===== src/rtl/adci_pkg.sv =====
// package: register map, field layout and timing constants of the converter control
package adci_pkg;
   // ==========================================================
   // register offsets
   localparam logic [7:0] OFS_CONTROL = 8'hF7;  // converter_control
   localparam logic [7:0] OFS_RESULT_HIGH = 8'hF8;  // converter_result_high
   localparam logic [7:0] OFS_RESULT_LOW = 8'hF9;  // converter_result_low
   localparam logic [7:0] OFS_IRQ_STATUS = 8'hFA;  // sticky events, write one to clear
   localparam logic [7:0] OFS_IRQ_MASK = 8'hFB;  // event enables
   // ==========================================================
   // field positions of converter_control
   localparam int CHAN_MSB = 7;  // channel select field, upper nibble
   localparam int CHAN_LSB = 4;
   localparam int DONE_BIT = 3;  // end-of-conversion flag
   localparam int DIV_MSB = 2;  // clock divider choice
   localparam int DIV_LSB = 1;
   localparam int START_BIT = 0;  // conversion start
   // ==========================================================
   // reset values and codes
   localparam logic [7:0] CONTROL_RESET = 8'hF0;
   localparam logic [3:0] CHAN_LAST = 4'hC;  // highest valid channel code
   localparam logic [3:0] CHAN_OFF = 4'hE;  // power-down code
   localparam logic [1:0] IRQ_RESET = 2'h0;
   // ==========================================================
   // divider ratios for choices 00..11
   localparam logic [4:0] DIV_16 = 5'h10;
   localparam logic [4:0] DIV_12 = 5'h0C;
   localparam logic [4:0] DIV_8 = 5'h08;
   localparam logic [4:0] DIV_4 = 5'h04;
   // ==========================================================
   // interrupt status bits
   localparam int IRQ_DONE_BIT = 0;  // conversion finished
   localparam int IRQ_REJ_BIT = 1;  // start refused because the written channel code powers down
endpackage : adci_pkg


===== src/rtl/adci_clkdiv.sv =====
// converter clock divider: one-cycle tick every selected number of cycles
`timescale 1ns/10ps
module adci_clkdiv (
   input wire logic MCLK,
   input wire logic NRST,
   input wire logic run,
   input wire logic [1:0] sel,
   output logic tick
);
   // ==========================================================
   // divider counter
   logic [4:0] cnt_reg;  // cycles since last tick
   logic [4:0] ratio;  // selected division ratio

   // map the two-bit choice to its ratio
   always_comb begin
      case (sel)
         2'h0: ratio = adci_pkg::DIV_16;
         2'h1: ratio = adci_pkg::DIV_12;
         2'h2: ratio = adci_pkg::DIV_8;
         default: ratio = adci_pkg::DIV_4;
      endcase
   end

   // counter only runs while a conversion is active, so power is saved
   always_ff @(posedge MCLK) begin
      if (!NRST || !run) begin
         cnt_reg <= 5'h00;
         tick <= 1'b0;
      end else if (cnt_reg == ratio - 5'h01) begin
         cnt_reg <= 5'h00;
         tick <= 1'b1;
      end else begin
         cnt_reg <= cnt_reg + 5'h01;
         tick <= 1'b0;
      end
   end
endmodule : adci_clkdiv


===== src/rtl/adci_control.sv =====
// converter control and status logic with register port and interrupt
// ==========================================================
// Overview of operation
// - upper nibble codes 0..12 select channels
// - code 1110 powers the converter down
// - bit 3 reads 0 busy, 1 done
// - bits 2..1 pick divide 16,12,8,4
// - writing 1 to bit 0 starts
// - control register resets to F0
// - two read-only result bytes, low upper zero
// - valid channel enables, disable code powers down
//
// Decided for this implementation: strobed register access.
`timescale 1ns/10ps
module adci_control (
   input wire logic MCLK,
   input wire logic NRST,
   input wire logic [7:0] ADDR,
   input wire logic [7:0] WDATA,
   input wire logic WR,
   input wire logic RD,
   output logic [7:0] RDATA,
   output logic [3:0] CHANNEL,
   output logic CHAN_VALID,
   output logic POWER_DOWN,
   output logic CONV_START,
   output logic CONV_CLK_TICK,
   input wire logic CONV_DONE,
   input wire logic [9:0] CONV_RESULT,
   output logic IRQ
);
   // ==========================================================
   // states of the conversion sequencer
   typedef enum logic [1:0] {
      ADCI_IDLE = 2'b00,
      ADCI_BUSY = 2'b01,
      ADCI_DONE = 2'b11
   } adci_state_e;

   adci_state_e state_reg;  // sequencer state
   logic [3:0] chan_reg;  // channel field
   logic [1:0] div_reg;  // divider choice
   logic done_reg;  // end-of-conversion flag
   logic [9:0] result_reg;  // latched result
   logic [1:0] irq_stat_reg;  // sticky events
   logic [1:0] irq_mask_reg;  // event enables
   logic done_sync1_reg;  // core done, first stage
   logic done_sync2_reg;  // second stage
   logic done_sync3_reg;  // third stage, for agreement
   logic done_filt_reg;  // agreed level of the core done line
   logic done_edge;  // core completion seen
   logic wr_ctl;  // write to control register
   logic start_req;  // start bit written as one
   logic start_ok;  // start accepted
   logic start_rej;  // start refused
   logic start_dly_reg;  // start held back until the channel is routed
   logic tick;  // divider output
   logic [1:0] ev;  // events this cycle

   // a channel code is valid only from 0 to 12
   function automatic logic chan_ok(input logic [3:0] code);
      chan_ok = (code <= adci_pkg::CHAN_LAST);
   endfunction : chan_ok

   // ==========================================================
   // decode
   assign wr_ctl = WR && (ADDR == adci_pkg::OFS_CONTROL);
   assign start_req = wr_ctl && WDATA[adci_pkg::START_BIT];
   // start is judged against the channel being written in the same cycle
   assign start_ok = start_req && chan_ok(WDATA[7:4])
      && (state_reg != ADCI_BUSY);
   assign start_rej = start_req && !chan_ok(WDATA[7:4]);
   // done counts once the second and third stages agree, on its rise only,
   // so a done level left high by the last conversion cannot end a new one
   assign done_edge = done_sync2_reg && done_sync3_reg && !done_filt_reg
      && (state_reg == ADCI_BUSY);
   assign ev = {start_rej, done_edge};

   // ==========================================================
   // divider instance, runs while converting
   adci_clkdiv u_div (
      .MCLK(MCLK),
      .NRST(NRST),
      .run(state_reg == ADCI_BUSY),
      .sel(div_reg),
      .tick(tick)
   );

   // ==========================================================
   // core done synchroniser, the core answers from the analog side
   always_ff @(posedge MCLK) begin
      if (!NRST) begin
         done_sync1_reg <= 1'b0;
         done_sync2_reg <= 1'b0;
         done_sync3_reg <= 1'b0;
         done_filt_reg <= 1'b0;
      end else begin
         done_sync1_reg <= CONV_DONE;
         done_sync2_reg <= done_sync1_reg;
         done_sync3_reg <= done_sync2_reg;
         // level only moves once two stages agree, filtering a glitch
         if (done_sync2_reg == done_sync3_reg) begin
            done_filt_reg <= done_sync3_reg;
         end
      end
   end

   // ==========================================================
   // control fields
   always_ff @(posedge MCLK) begin
      if (!NRST) begin
         chan_reg <= adci_pkg::CONTROL_RESET[7:4];
         div_reg <= adci_pkg::CONTROL_RESET[2:1];
      end else if (wr_ctl) begin
         chan_reg <= WDATA[adci_pkg::CHAN_MSB:adci_pkg::CHAN_LSB];
         div_reg <= WDATA[adci_pkg::DIV_MSB:adci_pkg::DIV_LSB];
      end
   end

   // ==========================================================
   // sequencer; a conversion is dropped if the channel is turned off
   always_ff @(posedge MCLK) begin
      if (!NRST) begin
         state_reg <= ADCI_IDLE;
         done_reg <= adci_pkg::CONTROL_RESET[adci_pkg::DONE_BIT];
      end else begin
         case (state_reg)
            ADCI_IDLE, ADCI_DONE: begin
               if (start_ok) begin
                  state_reg <= ADCI_BUSY;
                  done_reg <= 1'b0;
               end
            end
            ADCI_BUSY: begin
               // a finished conversion is reported even if turned off now
               if (done_edge) begin
                  state_reg <= ADCI_DONE;
                  done_reg <= 1'b1;
               end else if (wr_ctl && !chan_ok(WDATA[7:4])) begin
                  state_reg <= ADCI_IDLE;
               end
            end
            default: state_reg <= ADCI_IDLE;
         endcase
      end
   end

   // ==========================================================
   // result capture
   always_ff @(posedge MCLK) begin
      if (!NRST) begin
         result_reg <= 10'h000;
      end else if (done_edge) begin
         result_reg <= CONV_RESULT;
      end
   end

   // ==========================================================
   // outputs to the analog core
   always_ff @(posedge MCLK) begin
      if (!NRST) begin
         CHANNEL <= 4'h0;
         CHAN_VALID <= 1'b0;
         POWER_DOWN <= 1'b1;
         CONV_START <= 1'b0;
         start_dly_reg <= 1'b0;
         CONV_CLK_TICK <= 1'b0;
      end else begin
         // no input routed while powered down
         CHANNEL <= chan_ok(chan_reg) ? chan_reg : 4'h0;
         CHAN_VALID <= chan_ok(chan_reg);
         POWER_DOWN <= !chan_ok(chan_reg);
         // start waits one cycle so the core sees it powered and routed
         start_dly_reg <= start_ok;
         CONV_START <= start_dly_reg;
         CONV_CLK_TICK <= tick;
      end
   end

   // ==========================================================
   // interrupt status; set wins over a write-one clear
   always_ff @(posedge MCLK) begin
      if (!NRST) begin
         irq_stat_reg <= adci_pkg::IRQ_RESET;
      end else if (WR && ADDR == adci_pkg::OFS_IRQ_STATUS) begin
         irq_stat_reg <= (irq_stat_reg & ~WDATA[1:0]) | ev;
      end else begin
         irq_stat_reg <= irq_stat_reg | ev;
      end
   end

   // interrupt mask
   always_ff @(posedge MCLK) begin
      if (!NRST) begin
         irq_mask_reg <= adci_pkg::IRQ_RESET;
      end else if (WR && ADDR == adci_pkg::OFS_IRQ_MASK) begin
         irq_mask_reg <= WDATA[1:0];
      end
   end

   // interrupt line, registered so it lags status by one cycle
   always_ff @(posedge MCLK) begin
      if (!NRST) begin
         IRQ <= 1'b0;
      end else begin
         IRQ <= |(irq_stat_reg & irq_mask_reg);
      end
   end

   // ==========================================================
   // read port; unmapped offsets read zero
   always_ff @(posedge MCLK) begin
      if (!NRST) begin
         RDATA <= 8'h00;
      end else if (RD) begin
         case (ADDR)
            adci_pkg::OFS_CONTROL:
               RDATA <= {chan_reg, done_reg, div_reg, 1'b0};
            adci_pkg::OFS_RESULT_HIGH: RDATA <= result_reg[9:2];
            adci_pkg::OFS_RESULT_LOW:
               RDATA <= {6'h00, result_reg[1:0]};
            adci_pkg::OFS_IRQ_STATUS: RDATA <= {6'h00, irq_stat_reg};
            adci_pkg::OFS_IRQ_MASK: RDATA <= {6'h00, irq_mask_reg};
            default: RDATA <= 8'h00;
         endcase
      end else begin
         RDATA <= 8'h00;
      end
   end

   // ==========================================================
   // checks
   property p_start_busy;
      @(posedge MCLK) disable iff (!NRST)
         start_ok |=> state_reg == ADCI_BUSY && !done_reg;
   endproperty
   a_start_busy: assert property (p_start_busy)
      else $error("start did not enter busy");

   property p_start_pulse;
      @(posedge MCLK) disable iff (!NRST)
         start_ok |=> ##1 CONV_START ##1 !CONV_START;
   endproperty
   a_start_pulse: assert property (p_start_pulse)
      else $error("start pulse wrong");

   property p_zero_start;
      @(posedge MCLK) disable iff (!NRST)
         wr_ctl && !WDATA[0] |=> ##1 !CONV_START;
   endproperty
   a_zero_start: assert property (p_zero_start)
      else $error("writing zero started");

   property p_off_power;
      @(posedge MCLK) disable iff (!NRST)
         wr_ctl && WDATA[7:4] >= 4'hD |=> ##1 POWER_DOWN && !CHAN_VALID;
   endproperty
   a_off_power: assert property (p_off_power)
      else $error("not powered down");

   property p_rej_start;
      @(posedge MCLK) disable iff (!NRST)
         start_req && WDATA[7:4] > 4'hC |=> state_reg != ADCI_BUSY
            ##1 !CONV_START;
   endproperty
   a_rej_start: assert property (p_rej_start)
      else $error("start accepted while off");

   property p_chan_route;
      @(posedge MCLK) disable iff (!NRST)
         wr_ctl && WDATA[7:4] <= 4'hC |=> ##1 CHANNEL == $past(WDATA[7:4], 2)
            && CHAN_VALID && !POWER_DOWN;
   endproperty
   a_chan_route: assert property (p_chan_route)
      else $error("channel not routed");

   property p_done_flag;
      @(posedge MCLK) disable iff (!NRST)
         done_edge |=> done_reg && state_reg == ADCI_DONE;
   endproperty
   a_done_flag: assert property (p_done_flag)
      else $error("done flag not set");

   property p_low_zero;
      @(posedge MCLK) disable iff (!NRST)
         RD && ADDR == adci_pkg::OFS_RESULT_LOW |=> RDATA[7:2] == 6'h00;
   endproperty
   a_low_zero: assert property (p_low_zero)
      else $error("low result upper bits set");

   property p_reset_val;
      @(posedge MCLK) $rose(NRST) |-> {chan_reg, done_reg, div_reg} == 7'h78;
   endproperty
   a_reset_val: assert property (p_reset_val)
      else $error("control reset value wrong");

   property p_div4;
      @(posedge MCLK) disable iff (!NRST)
         tick && div_reg == 2'h3 && state_reg == ADCI_BUSY
            ##1 (state_reg == ADCI_BUSY && div_reg == 2'h3) [*3] |=> tick;
   endproperty
   a_div4: assert property (p_div4)
      else $error("divide by four spacing wrong");

   c_conv: cover property (@(posedge MCLK) disable iff (!NRST)
      start_ok ##[1:200] done_edge);
   c_rej: cover property (@(posedge MCLK) disable iff (!NRST) start_rej);
   c_irq: cover property (@(posedge MCLK) disable iff (!NRST) IRQ);
   c_div4: cover property (@(posedge MCLK) disable iff (!NRST)
      tick && div_reg == 2'h3);
endmodule : adci_control


===== config.mk =====
export PLATFORM = sky130hd
export DESIGN_NAME = adci_control
export DESIGN_NICKNAME = d
export VERILOG_FILES = /design/src/rtl/adci_pkg.sv /design/src/rtl/adci_clkdiv.sv /design/src/rtl/adci_control.sv
export SDC_FILE = /design/constraint.sdc
export NUM_CORES = 1
export LEC_CHECK = 0
export ABC_AREA = 0
export BUFFER_PORTS_ARGS = -buffer_cell sky130_fd_sc_hd__buf_2
export CAP_MARGIN = 20
export CORE_MARGIN = 2
export CORE_UTILIZATION = 45
export DETAILED_ROUTE_END_ITERATION = 8
export PLACE_DENSITY_LB_ADDON = 0.25
export SLEW_MARGIN = 20
export SYNTH_ARGS = -nofsm -noshare
export SYNTH_HDL_FRONTEND = slang
export SYNTH_SLANG_ARGS = --single-unit

===== constraint.sdc =====
create_clock -name MCLK -period 2.3 [get_ports MCLK]
set_input_delay 0 -clock MCLK [delete_from_list [all_inputs] [get_ports MCLK]]
set_output_delay 0 -clock MCLK [all_outputs]
set_load 0.01 [all_outputs]

# [After elaboration in Yosys (flattened, before gate mapping)]
# Cells that the tools add are included.
[classes] add_sub_neg=2 magnitude_cmp=2 n_eq_ne=15 n_mux=11 bitwise_logic=5 reduce_logical=27
[ops] op="equality test 8 bit (second input constant)" count=5
[ops] op="case mux 8 bit (5 select lines)" count=1
[ops] op="case mux 5 bit (3 select lines)" count=1
[ops] op="logical AND 1 bit" count=11
[ops] op="less-or-equal comparator 4 bit (second input constant)" count=2
[ops] op="two-way mux 2 bit" count=4
[ops] op="AND reduction 2 bit" count=3
[ops] op="OR reduction 2 bit" count=3
[ops] op="adder 5 x 1 -> 5 bit (second input constant)" count=1
[ops] op="equality test 5 bit" count=1
[ops] op="zero test 1 bit" count=5
[ops] op="subtractor 5 x 1 -> 5 bit (second input constant)" count=1
[ops] op="AND 2 bit" count=2
[ops] op="equality test 2 x 1 -> 1 bit (second input constant)" count=2
[ops] op="equality test 2 bit (second input constant)" count=2
[ops] op="zero test 2 bit" count=2
[ops] op="!= test 2 bit (second input constant)" count=2
[ops] op="OR 2 bit" count=2
[ops] op="case mux 2 bit (2 select lines)" count=1
[ops] op="two-way mux 1 bit" count=3
[ops] op="!= test 3 bit (second input constant)" count=1
[ops] op="AND reduction 3 bit" count=1
[ops] op="!= test 2 x 1 -> 1 bit (second input constant)" count=1
[ops] op="NOT 2 bit" count=1
[ops] op="4 further kinds" count=4
[totals] regBits=51 elab_cells=83

# [Depth between registers and ports, before layout]
# Gate-level depths: netlist of the first run.
[depth] ltp_word=7 ltp_mapped=6

# [Modules after synthesis]
# From an unflattened synthesis of the first run, not the netlist that was laid out.
[unflattened] hier_cells=209 area_unflattened_um2=2058.2
[by_module_without_submodules] mod="adci_control" n_inst=1 cells_per_inst=185 area_per_inst_um2=1805.5 seq_area_each_um2=900.9
[by_module_without_submodules] mod="adci_clkdiv" n_inst=1 cells_per_inst=24 area_per_inst_um2=252.7 seq_area_each_um2=120.1

# [Worst setup path after synthesis of the first run]
# OpenSTA, ideal clock, no wires.
[synth_timing] kind="reg2reg" start="reg state_reg[1]" end="reg state_reg[0]" setup_time_ns=0.072 arrival_ns=1.329 required_ns=2.228 slack_ns=0.900 path_stages_with_launch=7 path_buffers=0 period_less_slack_ns=1.400 cell_sequence="dfxtp_1 -> inv_1 -> ha_1 -> nand3b_1 -> o41ai_2 -> o21a_1 -> mux2i_1"
[synth_between] elab_chain_len=4 elab_cells_between_ends=12
[synth_rtl] element="start: declaration" line="adci_control.sv:40" text="adci_state_e state_reg;"
[synth_rtl] element="start signal: assignment" line="adci_control.sv:124" text="state_reg <= ADCI_IDLE;"
[synth_rtl] element="start signal: assignment" line="adci_control.sv:130" text="state_reg <= ADCI_BUSY;"
[synth_rtl] element="start signal: assignment" line="adci_control.sv:137" text="state_reg <= ADCI_DONE;"
[synth_rtl] element="equality test 2 x 1 -> 1 bit (*)"
[synth_rtl] element="named net u_div.run" line="adci_clkdiv.sv:6" text="input wire logic run,"
[synth_rtl] element="logical AND 1 bit" line="adci_control.sv:76" text="&& (state_reg == ADCI_BUSY);"
[synth_rtl] element="two-way mux 2 bit or != test 3 bit (tied branches)"
[synth_rtl] element="case mux 2 bit (2 select lines) or AND reduction 2 bit (tied branches)"
# Mark *: on every way through the listed nets, which the timed path passes. The rest lies on a longest branch.
# A chain may end at the register's enable or synchronous reset.

# [Worst setup path after layout of the first run]
# Same ends and word-level chain as after synthesis.

==> results of run 1 <==
==> power breakdown <==
part           switching, uW  total [uW]  internal (uW)
logic                   46.8         103           56.3
clock network            293         505            212
registers               2.33         889            886
==> final cells by class <==
type                       instances  share of cell area (%)
inverter                           6                   0.878
clock inverter                     3                   0.781
timing repair buffer              64                    15.9
tap                               52                    2.54
sequential                        51                    39.8
clock buffer                       5                    2.68
multi-input combinational        139                    37.4
==> layer usage <==
| metal | GRT usage [%] | share of wire (%) | routed length (um) | vias to the layer above |
|---|---|---|---|---|
| met3 | 4.50 | 5.1 | 210 | 7 |
| li1 | - | - | - | 833 |
| met4 | 6.29 | 1.5 | 60 | 0 |
| met5 | 0 | 0 | 0 | - |
| met1 | 20.2 | 44 | 1820 | 749 |
| met2 | 31.7 | 49 | 2000 | 38 |
==> critical path, stage by stage, from the launching register on <==
cell and delay (ps):
sky130_fd_sc_hd__dfxtp_1 360, sky130_fd_sc_hd__inv_1 50, sky130_fd_sc_hd__ha_1 260, sky130_fd_sc_hd__nand3b_1 200, sky130_fd_sc_hd__o41ai_2 260, sky130_fd_sc_hd__o21a_1 210
sky130_fd_sc_hd__mux2i_1 180
==> stage by stage <==
| stage | instance area [sq um] | instances | util, % |
|---|---|---|---|
| floorplan | 2040 | 204 | - |
| global placement | 2300 | 295 | 52.9 |
| detailed placement | 2300 | 295 | 52.9 |
| CTS | 2560 | 320 | 58.9 |
| global route | 2560 | 320 | 58.9 |
| finish | 2560 | 320 | 58.9 |
==> cells by family (layout without fill, tap and decap cells) <==
family	Yosys count	after routing	synth area share, %
multiplexers	11	11	7.01
XOR/XNOR	5	5	2.15
AND/OR/NAND/NOR	86	86	23.0
adder cells (fa/ha/maj)	4	4	2.46
buffers and inverters	14	78	2.77
AO/OA/AOI/OAI	33	33	12.4
flip-flops	51	51	50.2
==> cell usage in the layout (no fill, tap or decap), types with 6 or more instances in the layout <==
cell / synthesis / final
sky130_fd_sc_hd__nand2_1: 29 / 29
sky130_fd_sc_hd__a22oi_1: 8 / 8
sky130_fd_sc_hd__nor2_1: 15 / 15
sky130_fd_sc_hd__and2_1: 6 / 6
sky130_fd_sc_hd__a21boi_0: 12 / 12
sky130_fd_sc_hd__nand3_1: 7 / 7
sky130_fd_sc_hd__dlygate4sd3_1: 0 / 17
sky130_fd_sc_hd__inv_1: 6 / 6
sky130_fd_sc_hd__buf_2: 3 / 46
sky130_fd_sc_hd__dfxtp_1: 51 / 51
sky130_fd_sc_hd__mux2i_1: 9 / 9
==> worst paths after layout <==
check / from / end / slack [ps] / depth (start not counted)
setup reg to reg: state_reg[1]$_SDFFE_PN0P_ / state_reg[0]$_SDFFE_PN0P_ / 730 / 6
setup / recovery: state_reg[1]$_SDFFE_PN0P_ / state_reg[0]$_SDFFE_PN0P_ / 730 / 6
hold / removal: WDATA[1] / irq_mask_reg[1]$_SDFFE_PN0P_ / 30 / 3
hold reg to reg: done_sync1_reg$_SDFF_PN0_ / done_sync2_reg$_SDFF_PN0_ / 440 / 1
==> repair_timing <==
action	in CTS	in global routing
hold buffers	17	0
hold endpoints to repair	17	0
setup buffers	0	0
==> impl_table.tex, run 1 <==
\begin{tabular}{lr}
\hline
Metric & Value \\
\hline
\multicolumn{2}{l}{\textbf{Critical path}} \\
Nature of the critical path endpoint & flop \\
Data arrival time of the critical path & 1810 ps \\
Kind of start point of the critical path & flop \\
Setup CP Type & flop to flop \\
Peak fanout along the critical path & 7 \\
Required time reported for the critical path endpoint & 2530 ps \\
\multicolumn{2}{l}{\textbf{Clock network}} \\
Cell at the root of the clock tree & sky130\_fd\_sc\_hd\_\_clkbuf\_8 \\
TritonCTS clock tree & done \\
CTS Buf Count & 5 \\
Number of H-tree branching levels & 2 \\
Post-cts resize count & 0 \\
Clock network latency to the later pin of the worst-skew pair & 300 ps \\
Clock Sinks & 51 \\
Clock tree buffer depth & 2 \\
Clock transition at the registers of the reported paths & 90 ps \\
\multicolumn{2}{l}{\textbf{Layout}} \\
Max FFs per register & 10 \\
Total inserted antenna cells & 0 \\
Fill cell instance count of the final layout & 395 \\
Nets@finish & 302 \\
Fraction of final layout cells with drive strength greater than 1 & 23.5\% \\
Area occupied by registers & 1020 sq um \\
Synth-to-Final Area Change & 25.9\% \\
Multi-input gate area & 958 sq um \\
\multicolumn{2}{l}{\textbf{Synthesis}} \\
Post-synth EDFFs & 0 \\
Cells after synthesis & 204 \\
Number of flip-flops and latches in the synthesized netlist & 51 \\
Proportion of netlist area held by the largest area contributor & 50.2\% \\
Number of nets in the synthesized netlist & 239 \\
Ys async rst share & 0\% \\
Sequential fraction of the synthesis area & 50.2\% \\
Synth Area per Inst & 9.98 sq um \\
Cell taking the most area after synthesis & sky130\_fd\_sc\_hd\_\_dfxtp\_1 \\
Most instantiated library cell after synthesis & sky130\_fd\_sc\_hd\_\_dfxtp\_1 \\
Top cell types by occurrence after synthesis & sky130\_fd\_sc\_hd\_\_dfxtp\_1, sky130\_fd\_sc\_hd\_\_nand2\_1, sky130\_fd\_sc\_hd\_\_nor2\_1 \\
Yosys cell types & 39 \\
Netlist area before placement & 2040 sq um \\
Largest cells by area after synthesis & sky130\_fd\_sc\_hd\_\_dfxtp\_1, sky130\_fd\_sc\_hd\_\_nand2\_1, sky130\_fd\_sc\_hd\_\_mux2i\_1 \\
Prevailing post-synth register cell & sky130\_fd\_sc\_hd\_\_dfxtp\_1 \\
Warning count from the yosys run & 0 \\
\multicolumn{2}{l}{\textbf{STA}} \\
Fin Hold WS & 25.8 ps \\
Post-route worst setup slack & 729 ps \\
Slew headroom & 59.0\% \\
RSZ-0062 raised after global routing & false \\
Hold Vio Cnt, Final & 0 \\
Max Slew Vio Count & 0 \\
Final cycle utilization of the critical path & 68.3\% \\
Setup-failing EPs final & 0 \\
Crit path time final & 1570 ps \\
Worst Max-Slew Pin Slew & 616 ps \\
Total Negative Setup Slacks & 0 ps \\
Worst clock skew & 4.31 ps \\
Highest clock rate & 636 MHz \\
\multicolumn{2}{l}{\textbf{Die}} \\
Effective utilization at floorplan & 46.8\% \\
Core footprint & 4350 sq um \\
Vertical die dimension & 71.3 um \\
Die W & 71.3 um \\
Floorplan die area & 5080 sq um \\
Count of pins on the block boundary & 48 \\
Number of placement rows & 24 \\
\multicolumn{2}{l}{\textbf{Drt}} \\
Iteration-0 DRC Markers & 50 \\
Post-route antenna net violation count & 0 \\
\# DRC & 0 \\
DR pass1 iterations & 4 \\
Avg Vias per Cell & 5.08 \\
Wire per inst & 12.8 um \\
Detailed Route WL & 4090 um \\
Vias & 1627 \\
\multicolumn{2}{l}{\textbf{Min path}} \\
Worst hold path class & input pin to flop \\
\multicolumn{2}{l}{\textbf{Place}} \\
Post-placement setup slack & 741 ps \\
Number of buffer cells added on primary ports & 46 \\
Detailed Place HPWL & 2870 um \\
Final weighted congestion of routability-driven global placement & 0.755 \\
\multicolumn{2}{l}{\textbf{Global route}} \\
Global-route wire length before repair & 7030 um \\
Via count of the first global-routing pass & 1581 \\
GRT Resource Usage Total & 17.6\% \\
Initial antenna violation count & 0 \\
Maximum number of pins on one net before global-route repair & 42 \\
Overflow left after global routing & 0 \\
\multicolumn{2}{l}{\textbf{Power and ir drop}} \\
Maximum resistive drop on vdd & 248 uV \\
Total leakage power & 0.00106 uW \\
Total power draw & 1500 uW \\
Power density over the cells & 584 nW/um\^{}2 \\
\multicolumn{2}{l}{\textbf{Run}} \\
Count of maximum capacitance violations & 0 \\
\multicolumn{2}{l}{\textbf{Run status}} \\
Outcome & finished clean \\
\hline
\end{tabular}
No activity file was read; power rests on OpenSTA's default activity.
==> inputs of run 2 (changes only) <==
--- a/config.mk
+++ b/config.mk
@@ -5,7 +5,7 @@
 export SDC_FILE = /design/constraint.sdc
 export NUM_CORES = 1
 export LEC_CHECK = 0
-export ABC_AREA = 0
+export ABC_AREA = 1
 export BUFFER_PORTS_ARGS = -buffer_cell sky130_fd_sc_hd__buf_2
 export CAP_MARGIN = 20
 export CORE_MARGIN = 2
==> constraint.sdc (replaced) <==
create_clock -name MCLK -period 1.6 [get_ports MCLK]
set_input_delay 0 -clock MCLK [delete_from_list [all_inputs] [get_ports MCLK]]
set_output_delay 0 -clock MCLK [all_outputs]
set_load 0.01 [all_outputs]
==> run 2 against run 1 <==
Routed wire length is 3.3% lower. Synthesized area down 4.5%. Count of clock-buffer cells in the layout is 1 higher.
==> impl_table.tex, run 2 <==
\begin{tabular}{lr}
\hline
Metric & Value \\
\hline
\multicolumn{2}{l}{\textbf{Run status}} \\
Outcome & finished clean \\
\multicolumn{2}{l}{\textbf{Layout}} \\
Fraction of final layout cells with drive strength greater than 1 & 20.2\% (-3.3 points) \\
Total inserted antenna cells & 0 (unchanged) \\
Most used cells in the layout excluding fill and tap cells & sky130\_fd\_sc\_hd\_\_nor2\_1, sky130\_fd\_sc\_hd\_\_nand2\_1, sky130\_fd\_sc\_hd\_\_dfxtp\_1, sky130\_fd\_sc\_hd\_\_buf\_2, sky130\_fd\_sc\_hd\_\_inv\_1 \\
Synth-to-Final Area Change & 29.2\% \\
Nets@finish & 356 (+18\%) \\
Most frequent standard cell in the layout excluding fill and tap cells & sky130\_fd\_sc\_hd\_\_nor2\_1 \\
Final Non-Filler Cells & 372 (+16\%) \\
Max FFs per register & 10 (unchanged) \\
\multicolumn{2}{l}{\textbf{Synthesis}} \\
Warning count from the yosys run & 0 (unchanged) \\
Netlist area before placement & 1940 sq um (-4.5\%) \\
Most instantiated library cell after synthesis & sky130\_fd\_sc\_hd\_\_nor2\_1 \\
Ys async rst share & 0\% (unchanged) \\
Cells after synthesis & 252 (+24\%) \\
Post-synth EDFFs & 0 (unchanged) \\
Proportion of netlist area held by the largest area contributor & 52.5\% (+2.4 points) \\
Number of nets in the synthesized netlist & 287 (+20\%) \\
Synth Area per Inst & 7.72 sq um (-23\%) \\
Cell taking the most area after synthesis & sky130\_fd\_sc\_hd\_\_dfxtp\_1 \\
Sequential fraction of the synthesis area & 52.5\% (+2.4 points) \\
Largest cells by area after synthesis & sky130\_fd\_sc\_hd\_\_dfxtp\_1, sky130\_fd\_sc\_hd\_\_nor2\_1, sky130\_fd\_sc\_hd\_\_nand2\_1 \\
Top cell types by occurrence after synthesis & sky130\_fd\_sc\_hd\_\_nor2\_1, sky130\_fd\_sc\_hd\_\_nand2\_1, sky130\_fd\_sc\_hd\_\_dfxtp\_1 \\
Yosys cell types & 23 (-41\%) \\
Prevailing post-synth register cell & sky130\_fd\_sc\_hd\_\_dfxtp\_1 \\
Number of flip-flops and latches in the synthesized netlist & 51 (unchanged) \\
\multicolumn{2}{l}{\textbf{Die}} \\
Number of placement rows & 23 (-4.2\%) \\
Effective utilization at floorplan & 47.6\% (+0.83 points) \\
Core footprint & 4090 sq um (-6.1\%) \\
Die W & 69.7 um (-2.1\%) \\
Floorplan die area & 4860 sq um (-4.2\%) \\
Count of pins on the block boundary & 48 (unchanged) \\
Vertical die dimension & 69.7 um (-2.1\%) \\
\multicolumn{2}{l}{\textbf{STA}} \\
Fin Hold WS & 12.7 ps (-13.0 ps) \\
Worst Max-Slew Pin Slew & 409 ps (-206 ps) \\
Max Slew Vio Count & 0 (unchanged) \\
Hold Vio Cnt, Final & 0 (unchanged) \\
Slew headroom & 72.6\% (+14 points) \\
Highest clock rate & 698 MHz (+9.7\%) \\
RSZ-0062 raised after global routing & false \\
Post-route worst setup slack & 168 ps (-561 ps) \\
Setup-failing EPs final & 0 (unchanged) \\
Worst clock skew & 2.37 ps (-1.94 ps) \\
Crit path time final & 1430 ps (-139 ps) \\
Total Negative Setup Slacks & 0 ps (unchanged) \\
Final cycle utilization of the critical path & 89.5\% (+21 points) \\
\multicolumn{2}{l}{\textbf{Drt}} \\
Post-route antenna net violation count & 0 (unchanged) \\
Wire per inst & 10.6 um (-17\%) \\
Vias & 1737 (+6.8\%) \\
Avg Vias per Cell & 4.67 (-8.2\%) \\
Detailed Route WL & 3950 um (-3.3\%) \\
DR pass1 iterations & 4 (unchanged) \\
\# DRC & 0 (unchanged) \\
Iteration-0 DRC Markers & 70 (+40\%) \\
\multicolumn{2}{l}{\textbf{Power and ir drop}} \\
Maximum resistive drop on vdd & 454 uV (+83\%) \\
Total leakage power & 0.00117 uW (+11\%) \\
Power density over the cells & 857 nW/um\^{}2 (+47\%) \\
\multicolumn{2}{l}{\textbf{Min path}} \\
Number of cells traversed by the worst hold path & 3 (unchanged) \\
Worst hold path class & input pin to flop \\
Hold path startpoint & WDATA[0] \\
\multicolumn{2}{l}{\textbf{Clock network}} \\
Clock Sinks & 51 (unchanged) \\
Clock transition at the registers of the reported paths & 90 ps (about the same) \\
CTS Buf Count & 5 (unchanged) \\
Clock tree buffer depth & 2 (unchanged) \\
Clock network latency to the later pin of the worst-skew pair & 300 ps (about the same) \\
Cell at the root of the clock tree & sky130\_fd\_sc\_hd\_\_clkbuf\_8 \\
TritonCTS clock tree & done \\
Number of H-tree branching levels & 2 (unchanged) \\
\multicolumn{2}{l}{\textbf{Global route}} \\
Via count of the first global-routing pass & 1644 (+4.0\%) \\
Maximum number of pins on one net before global-route repair & 16 (-62\%) \\
Overflow left after global routing & 0 (unchanged) \\
GRT Resource Usage Total & 17.1\% (-0.49 points) \\
Global-route wire length before repair & 6730 um (-4.2\%) \\
Initial antenna violation count & 0 (unchanged) \\
\multicolumn{2}{l}{\textbf{Critical path}} \\
Worst reg-to-reg setup slack & 170 ps (-560 ps) \\
Kind of start point of the critical path & flop \\
Slowest cell on crit path & sky130\_fd\_sc\_hd\_\_dfxtp\_1 \\
Required time reported for the critical path endpoint & 1800 ps (-730 ps) \\
Cells along the critical path & inv\_1 > ha\_1 > inv\_1 > nor3\_4 > buf\_4 > buf\_4 > o21ai\_0 > nor2\_1 \\
Data arrival time of the critical path & 1630 ps (-180 ps) \\
Startpoint of the worst setup timing path & state\_reg[1]\$\_SDFFE\_PN0P\_ \\
Number of cells on the critical path & 8 (+2) \\
Buffers plus inverters on the worst setup path & 4 (+3) \\
Setup CP Type & flop to flop \\
Kind of cell adding the most delay to the critical path & buffers and inverters \\
Peak fanout along the critical path & 10 (+3) \\
Depth of the worst register-to-register path & 8 (+2) \\
Reg-to-reg critical path startpoint & state\_reg[1]\$\_SDFFE\_PN0P\_ \\
Nature of the critical path endpoint & flop \\
Maximum cell stage delay along the critical path & 360 ps (about the same) \\
\multicolumn{2}{l}{\textbf{Place}} \\
Final weighted congestion of routability-driven global placement & 0.808 (+6.9\%) \\
Post-placement setup slack & 40.8 ps (-700 ps) \\
Number of placed instances with taps included & 346 (+17\%) \\
Number of buffer cells added on primary ports & 46 (unchanged) \\
Detailed Place HPWL & 2880 um (+0.10\%) \\
\multicolumn{2}{l}{\textbf{Run}} \\
Count of maximum capacitance violations & 0 (unchanged) \\
\hline
\end{tabular}
-- run 2: cell types whose count changed after synthesis, sizes merged, moves of 5 or more --
cell,change
nor2,+38
nand2,+24
inv,+20
a21oi,+15
a21boi,-13
o21ai,+11
mux2i,-9
a22oi,-8
and2,-6
nor2b,-5
-- run 2: worst paths after layout --
check                                                   to
worst max-delay path            result_reg[0]$_SDFFE_PN0P_
worst min register to register    CONV_CLK_TICK$_SDFF_PN0_
worst min-delay path            irq_stat_reg[1]$_SDFF_PN0_
worst max register to register  result_reg[0]$_SDFFE_PN0P_
-- run 2: cell families after synthesis --
logic type	after synthesis	share of synthesized area [%]
AND/OR/NAND/NOR	122	25.6
buffers and inverters	33	6.50
flip-flops	51	52.5
XOR/XNOR	3	1.35
AO/OA/AOI/OAI	39	11.5
adder cells (fa/ha/maj)	4	2.57
-- run 2: worst reg2reg max path, stage by stage (launching register included) --
cell	delay (ps)
sky130_fd_sc_hd__dfxtp_1	360
sky130_fd_sc_hd__inv_1	50
sky130_fd_sc_hd__ha_1	210
sky130_fd_sc_hd__inv_1	140
sky130_fd_sc_hd__nor3_4	50
sky130_fd_sc_hd__buf_4	150
sky130_fd_sc_hd__buf_4	160
sky130_fd_sc_hd__o21ai_0	170
sky130_fd_sc_hd__nor2_1	50
-- run 2: what timing repair did --
action	CTS	global route
gates resized for setup	0	2
setup endpoints to repair	0	14
hold buffers	17	0
buffers inserted	0	1
endpoints found under the hold margin	17	0
-- run 2: where the power goes --
part | leakage (uW) | switching, uW | internal [uW]
logic | 0.000716 | 72.6 | 74.9
clock network | 0.0000412 | 415 | 306
registers | 0.000412 | 6.61 | 1280
-- run 2: routing by layer --
layer	track usage, %	wire, um
met2	30.2	1820
met5	0	0
met3	4.07	194
met4	7.05	71
met1	19.9	1860
-- run 2: stage by stage --
step | util [%] | total power (uW) | cell area (sq um)
3_5_place_dp | 54.9 | 1430 | 2240
3_3_place_gp | 54.9 | 1430 | 2240
6_report | 61.5 | 2150 | 2510
5_1_grt | 61.5 | 2240 | 2510
4_1_cts | 61.1 | 2170 | 2500
2_1_floorplan | - | 1370 | 1940
-- run 2: layout make-up --
| cell class | count | area [sq um] |
|---|---|---|
| Fill cell | 374 | 1580 |
| Tap cell | 50 | 62.6 |
| Multi-Input combinational cell | 168 | 803 |
| Inverter | 27 | 101 |
| Clock inverter | 2 | 12.5 |
| Timing Repair Buffer | 68 | 438 |
| Sequential cell | 51 | 1020 |
| Clock buffer | 6 | 72.6 |
==> inputs of run 3 (changes only) <==
--- a/config.mk
+++ b/config.mk
@@ -10,7 +10,9 @@
 export CAP_MARGIN = 20
 export CORE_MARGIN = 2
 export CORE_UTILIZATION = 45
+export CTS_CLUSTER_DIAMETER = 40
 export DETAILED_ROUTE_END_ITERATION = 8
+export HOLD_SLACK_MARGIN = 0.03
 export PLACE_DENSITY_LB_ADDON = 0.25
 export SLEW_MARGIN = 20
 export SYNTH_ARGS = -nofsm -noshare
==> constraint.sdc (replaced) <==
create_clock -name MCLK -period 1.6 [get_ports MCLK]
set_input_delay 0 -clock MCLK [delete_from_list [all_inputs] [get_ports MCLK]]
set_output_delay 0 -clock MCLK [all_outputs]
set_load 0.005 [all_outputs]
==> run 3 against run 2 <==
Power about the same. Cell count up 0.27%. Core utilization up 0.25 points. Combinational power about the same. Maximum frequency about the same. First-iteration DRC count up 4.3%. Worst setup slack worse by 1.1 ps. Count of clock-buffer cells in the layout unchanged. Largest cell class unchanged. Non-clock buffer count up 1. Sequential share of layout area down 0.16 points. Via count up 0.12%. Largest power group unchanged.
==> impl_table.tex, run 3 (same netlist as run 2, synthesis figures left out) <==
\begin{tabular}{lr}
\hline
Metric & Value \\
\hline
\multicolumn{2}{l}{\textbf{Power and ir drop}} \\
Total leakage power & 0.00117 uW (+0.36\%) \\
Fraction of power consumed by the clock network & 33.5\% (about the same) \\
Internal Dissipation & 1660 uW (about the same) \\
Combinational share of power & 6.9\% (about the same) \\
Maximum resistive drop on vdd & 454 uV (about the same) \\
Sequential share of power & 59.6\% (about the same) \\
Switching part of the total & 22.9\% (about the same) \\
Net switching power figure & 494 uW (about the same) \\
Power density over the cells & 855 nW/um\^{}2 (-0.32\%) \\
\multicolumn{2}{l}{\textbf{Global route}} \\
Initial antenna violation count & 0 (unchanged) \\
Maximum number of pins on one net before global-route repair & 16 (unchanged) \\
GRT Resource Usage Total & 17.1\% (-0.030 points) \\
Global-route wire length before repair & 6720 um (-0.21\%) \\
Overflow left after global routing & 0 (unchanged) \\
Via count of the first global-routing pass & 1638 (-0.36\%) \\
\multicolumn{2}{l}{\textbf{Critical path}} \\
Nature of the critical path endpoint & flop \\
Data arrival time of the critical path & 1630 ps (about the same) \\
Required time reported for the critical path endpoint & 1800 ps (about the same) \\
Setup CP Type & flop to flop \\
Kind of start point of the critical path & flop \\
Peak fanout along the critical path & 10 (unchanged) \\
\multicolumn{2}{l}{\textbf{Die}} \\
Vertical die dimension & 69.7 um (unchanged) \\
Effective utilization at floorplan & 47.6\% (unchanged) \\
Count of pins on the block boundary & 48 (unchanged) \\
Number of placement rows & 23 (unchanged) \\
Die W & 69.7 um (unchanged) \\
Floorplan die area & 4860 sq um (unchanged) \\
Core footprint & 4090 sq um (unchanged) \\
\multicolumn{2}{l}{\textbf{Layout}} \\
Most frequent standard cell in the layout excluding fill and tap cells & sky130\_fd\_sc\_hd\_\_nor2\_1 \\
Total inserted antenna cells & 0 (unchanged) \\
Fraction of final layout cells with drive strength greater than 1 & 20.1\% (-0.062 points) \\
Synth-to-Final Area Change & 29.7\% \\
Most used cells in the layout excluding fill and tap cells & sky130\_fd\_sc\_hd\_\_nor2\_1, sky130\_fd\_sc\_hd\_\_nand2\_1, sky130\_fd\_sc\_hd\_\_dfxtp\_1, sky130\_fd\_sc\_hd\_\_buf\_2, sky130\_fd\_sc\_hd\_\_inv\_1 \\
Max FFs per register & 10 (unchanged) \\
Nets@finish & 357 (+0.28\%) \\
Final standard cell utilization of the core & 61.7\% (+0.25 points) \\
\multicolumn{2}{l}{\textbf{Place}} \\
Final weighted congestion of routability-driven global placement & 0.808 (unchanged) \\
Post-placement setup slack & 40.8 ps (unchanged) \\
Number of buffer cells added on primary ports & 46 (unchanged) \\
Detailed Place HPWL & 2880 um (unchanged) \\
\multicolumn{2}{l}{\textbf{STA}} \\
RSZ-0062 raised after global routing & false \\
Max Slew Vio Count & 0 (unchanged) \\
Worst clock skew & 2.37 ps (unchanged) \\
Worst Max-Slew Pin Slew & 409 ps (unchanged) \\
Crit path time final & 1430 ps (+1.10 ps) \\
Highest clock rate & 698 MHz (about the same) \\
Final cycle utilization of the critical path & 89.6\% (about the same) \\
Post-route worst setup slack & 167 ps (-1.10 ps) \\
Slew headroom & 72.6\% (unchanged) \\
Hold Vio Cnt, Final & 0 (unchanged) \\
Total Negative Setup Slacks & 0 ps (unchanged) \\
Setup-failing EPs final & 0 (unchanged) \\
\multicolumn{2}{l}{\textbf{Drt}} \\
Post-route antenna net violation count & 0 (unchanged) \\
\# DRC & 0 (unchanged) \\
DR pass1 iterations & 4 (unchanged) \\
Wire per inst & 10.6 um (-0.32\%) \\
Detailed Route WL & 3950 um (about the same) \\
Iteration-0 DRC Markers & 73 (+4.3\%) \\
Avg Vias per Cell & 4.66 (-0.15\%) \\
Vias & 1739 (+0.12\%) \\
\multicolumn{2}{l}{\textbf{Clock network}} \\
Clock network latency to the later pin of the worst-skew pair & 300 ps (about the same) \\
Number of H-tree branching levels & 2 (unchanged) \\
Clock transition at the registers of the reported paths & 90 ps (about the same) \\
Clock Sinks & 51 (unchanged) \\
Cell at the root of the clock tree & sky130\_fd\_sc\_hd\_\_clkbuf\_8 \\
CTS Buf Count & 5 (unchanged) \\
Clock tree buffer depth & 2 (unchanged) \\
TritonCTS clock tree & done \\
\multicolumn{2}{l}{\textbf{Run status}} \\
Outcome & finished clean \\
\multicolumn{2}{l}{\textbf{Min path}} \\
Worst hold path class & input pin to flop \\
\multicolumn{2}{l}{\textbf{Run}} \\
Count of maximum capacitance violations & 0 (unchanged) \\
\hline
\end{tabular}
==> run 3: final timing paths <==
| path | startpoint | endpoint | slack [ps] | depth (start not counted) |
|---|---|---|---|---|
| setup / recovery | state_reg[1]$_SDFFE_PN0P_ | result_reg[0]$_SDFFE_PN0P_ | 170 | 8 |
| hold / removal | NRST | chan_reg[1]$_SDFFE_PN1P_ | 40 | 2 |
| setup reg to reg | state_reg[1]$_SDFFE_PN0P_ | result_reg[0]$_SDFFE_PN0P_ | 170 | 8 |
| hold reg to reg | u_div.tick$_SDFF_PP0_ | CONV_CLK_TICK$_SDFF_PN0_ | 420 | 2 |
==> run 3: final cells by class <==
class,instances,area [sq um]
Clock buffer,6,72.6
Clock inverter,2,12.5
Fill cell,373,1570
Inverter,27,101
Multi-Input combinational cell,168,803
Sequential cell,51,1020
Tap cell,50,62.6
Timing Repair Buffer,69,448
==> run 3: stage by stage <==
step / instances / hold WS, ps / instance area [sq um] / total power, uW
after floorplan: 252 / 97.6 / 1940 / 1370
after global placement: 346 / 183 / 2240 / 1430
after detailed placement: 346 / 188 / 2240 / 1430
after CTS: 372 / 30.5 / 2510 / 2170
after global routing: 373 / 37.5 / 2520 / 2240
final: 373 / 36.0 / 2520 / 2150
==> run 3: repair_timing <==
action                     in CTS  in global routing
setup endpoints to repair       0                 14
resized for setup               0                  2
hold endpoints to repair       20                  0
buffers inserted                0                  1
hold buffers                   18                  0
==> run 3: worst max-delay path, stage by stage, from the launching register on <==
cell and delay [ps]:
sky130_fd_sc_hd__dfxtp_1 360, sky130_fd_sc_hd__inv_1 50, sky130_fd_sc_hd__ha_1 210, sky130_fd_sc_hd__inv_1 140, sky130_fd_sc_hd__nor3_4 50, sky130_fd_sc_hd__buf_4 150, sky130_fd_sc_hd__buf_4 160, sky130_fd_sc_hd__o21ai_0 170
sky130_fd_sc_hd__nor2_1 50
==> run 3: power groups by stage <==
stage	clock network [uW]	registers, uW	logic [uW]
2_1_floorplan	0	1310	58.4
3_3_place_gp	0	1310	114
3_5_place_dp	0	1310	114
4_1_cts	736	1280	149
5_1_grt	785	1290	168
6_report	721	1280	149
==> run 3: metal layers <==
metal  GRT usage [%]  share of wire, %  up-vias
li1                -                 -      930
met1            19.8                47      765
met2            30.2                46       38
met3            4.07               5.0        6
met4            7.05               1.8        0
met5               0                 0        -
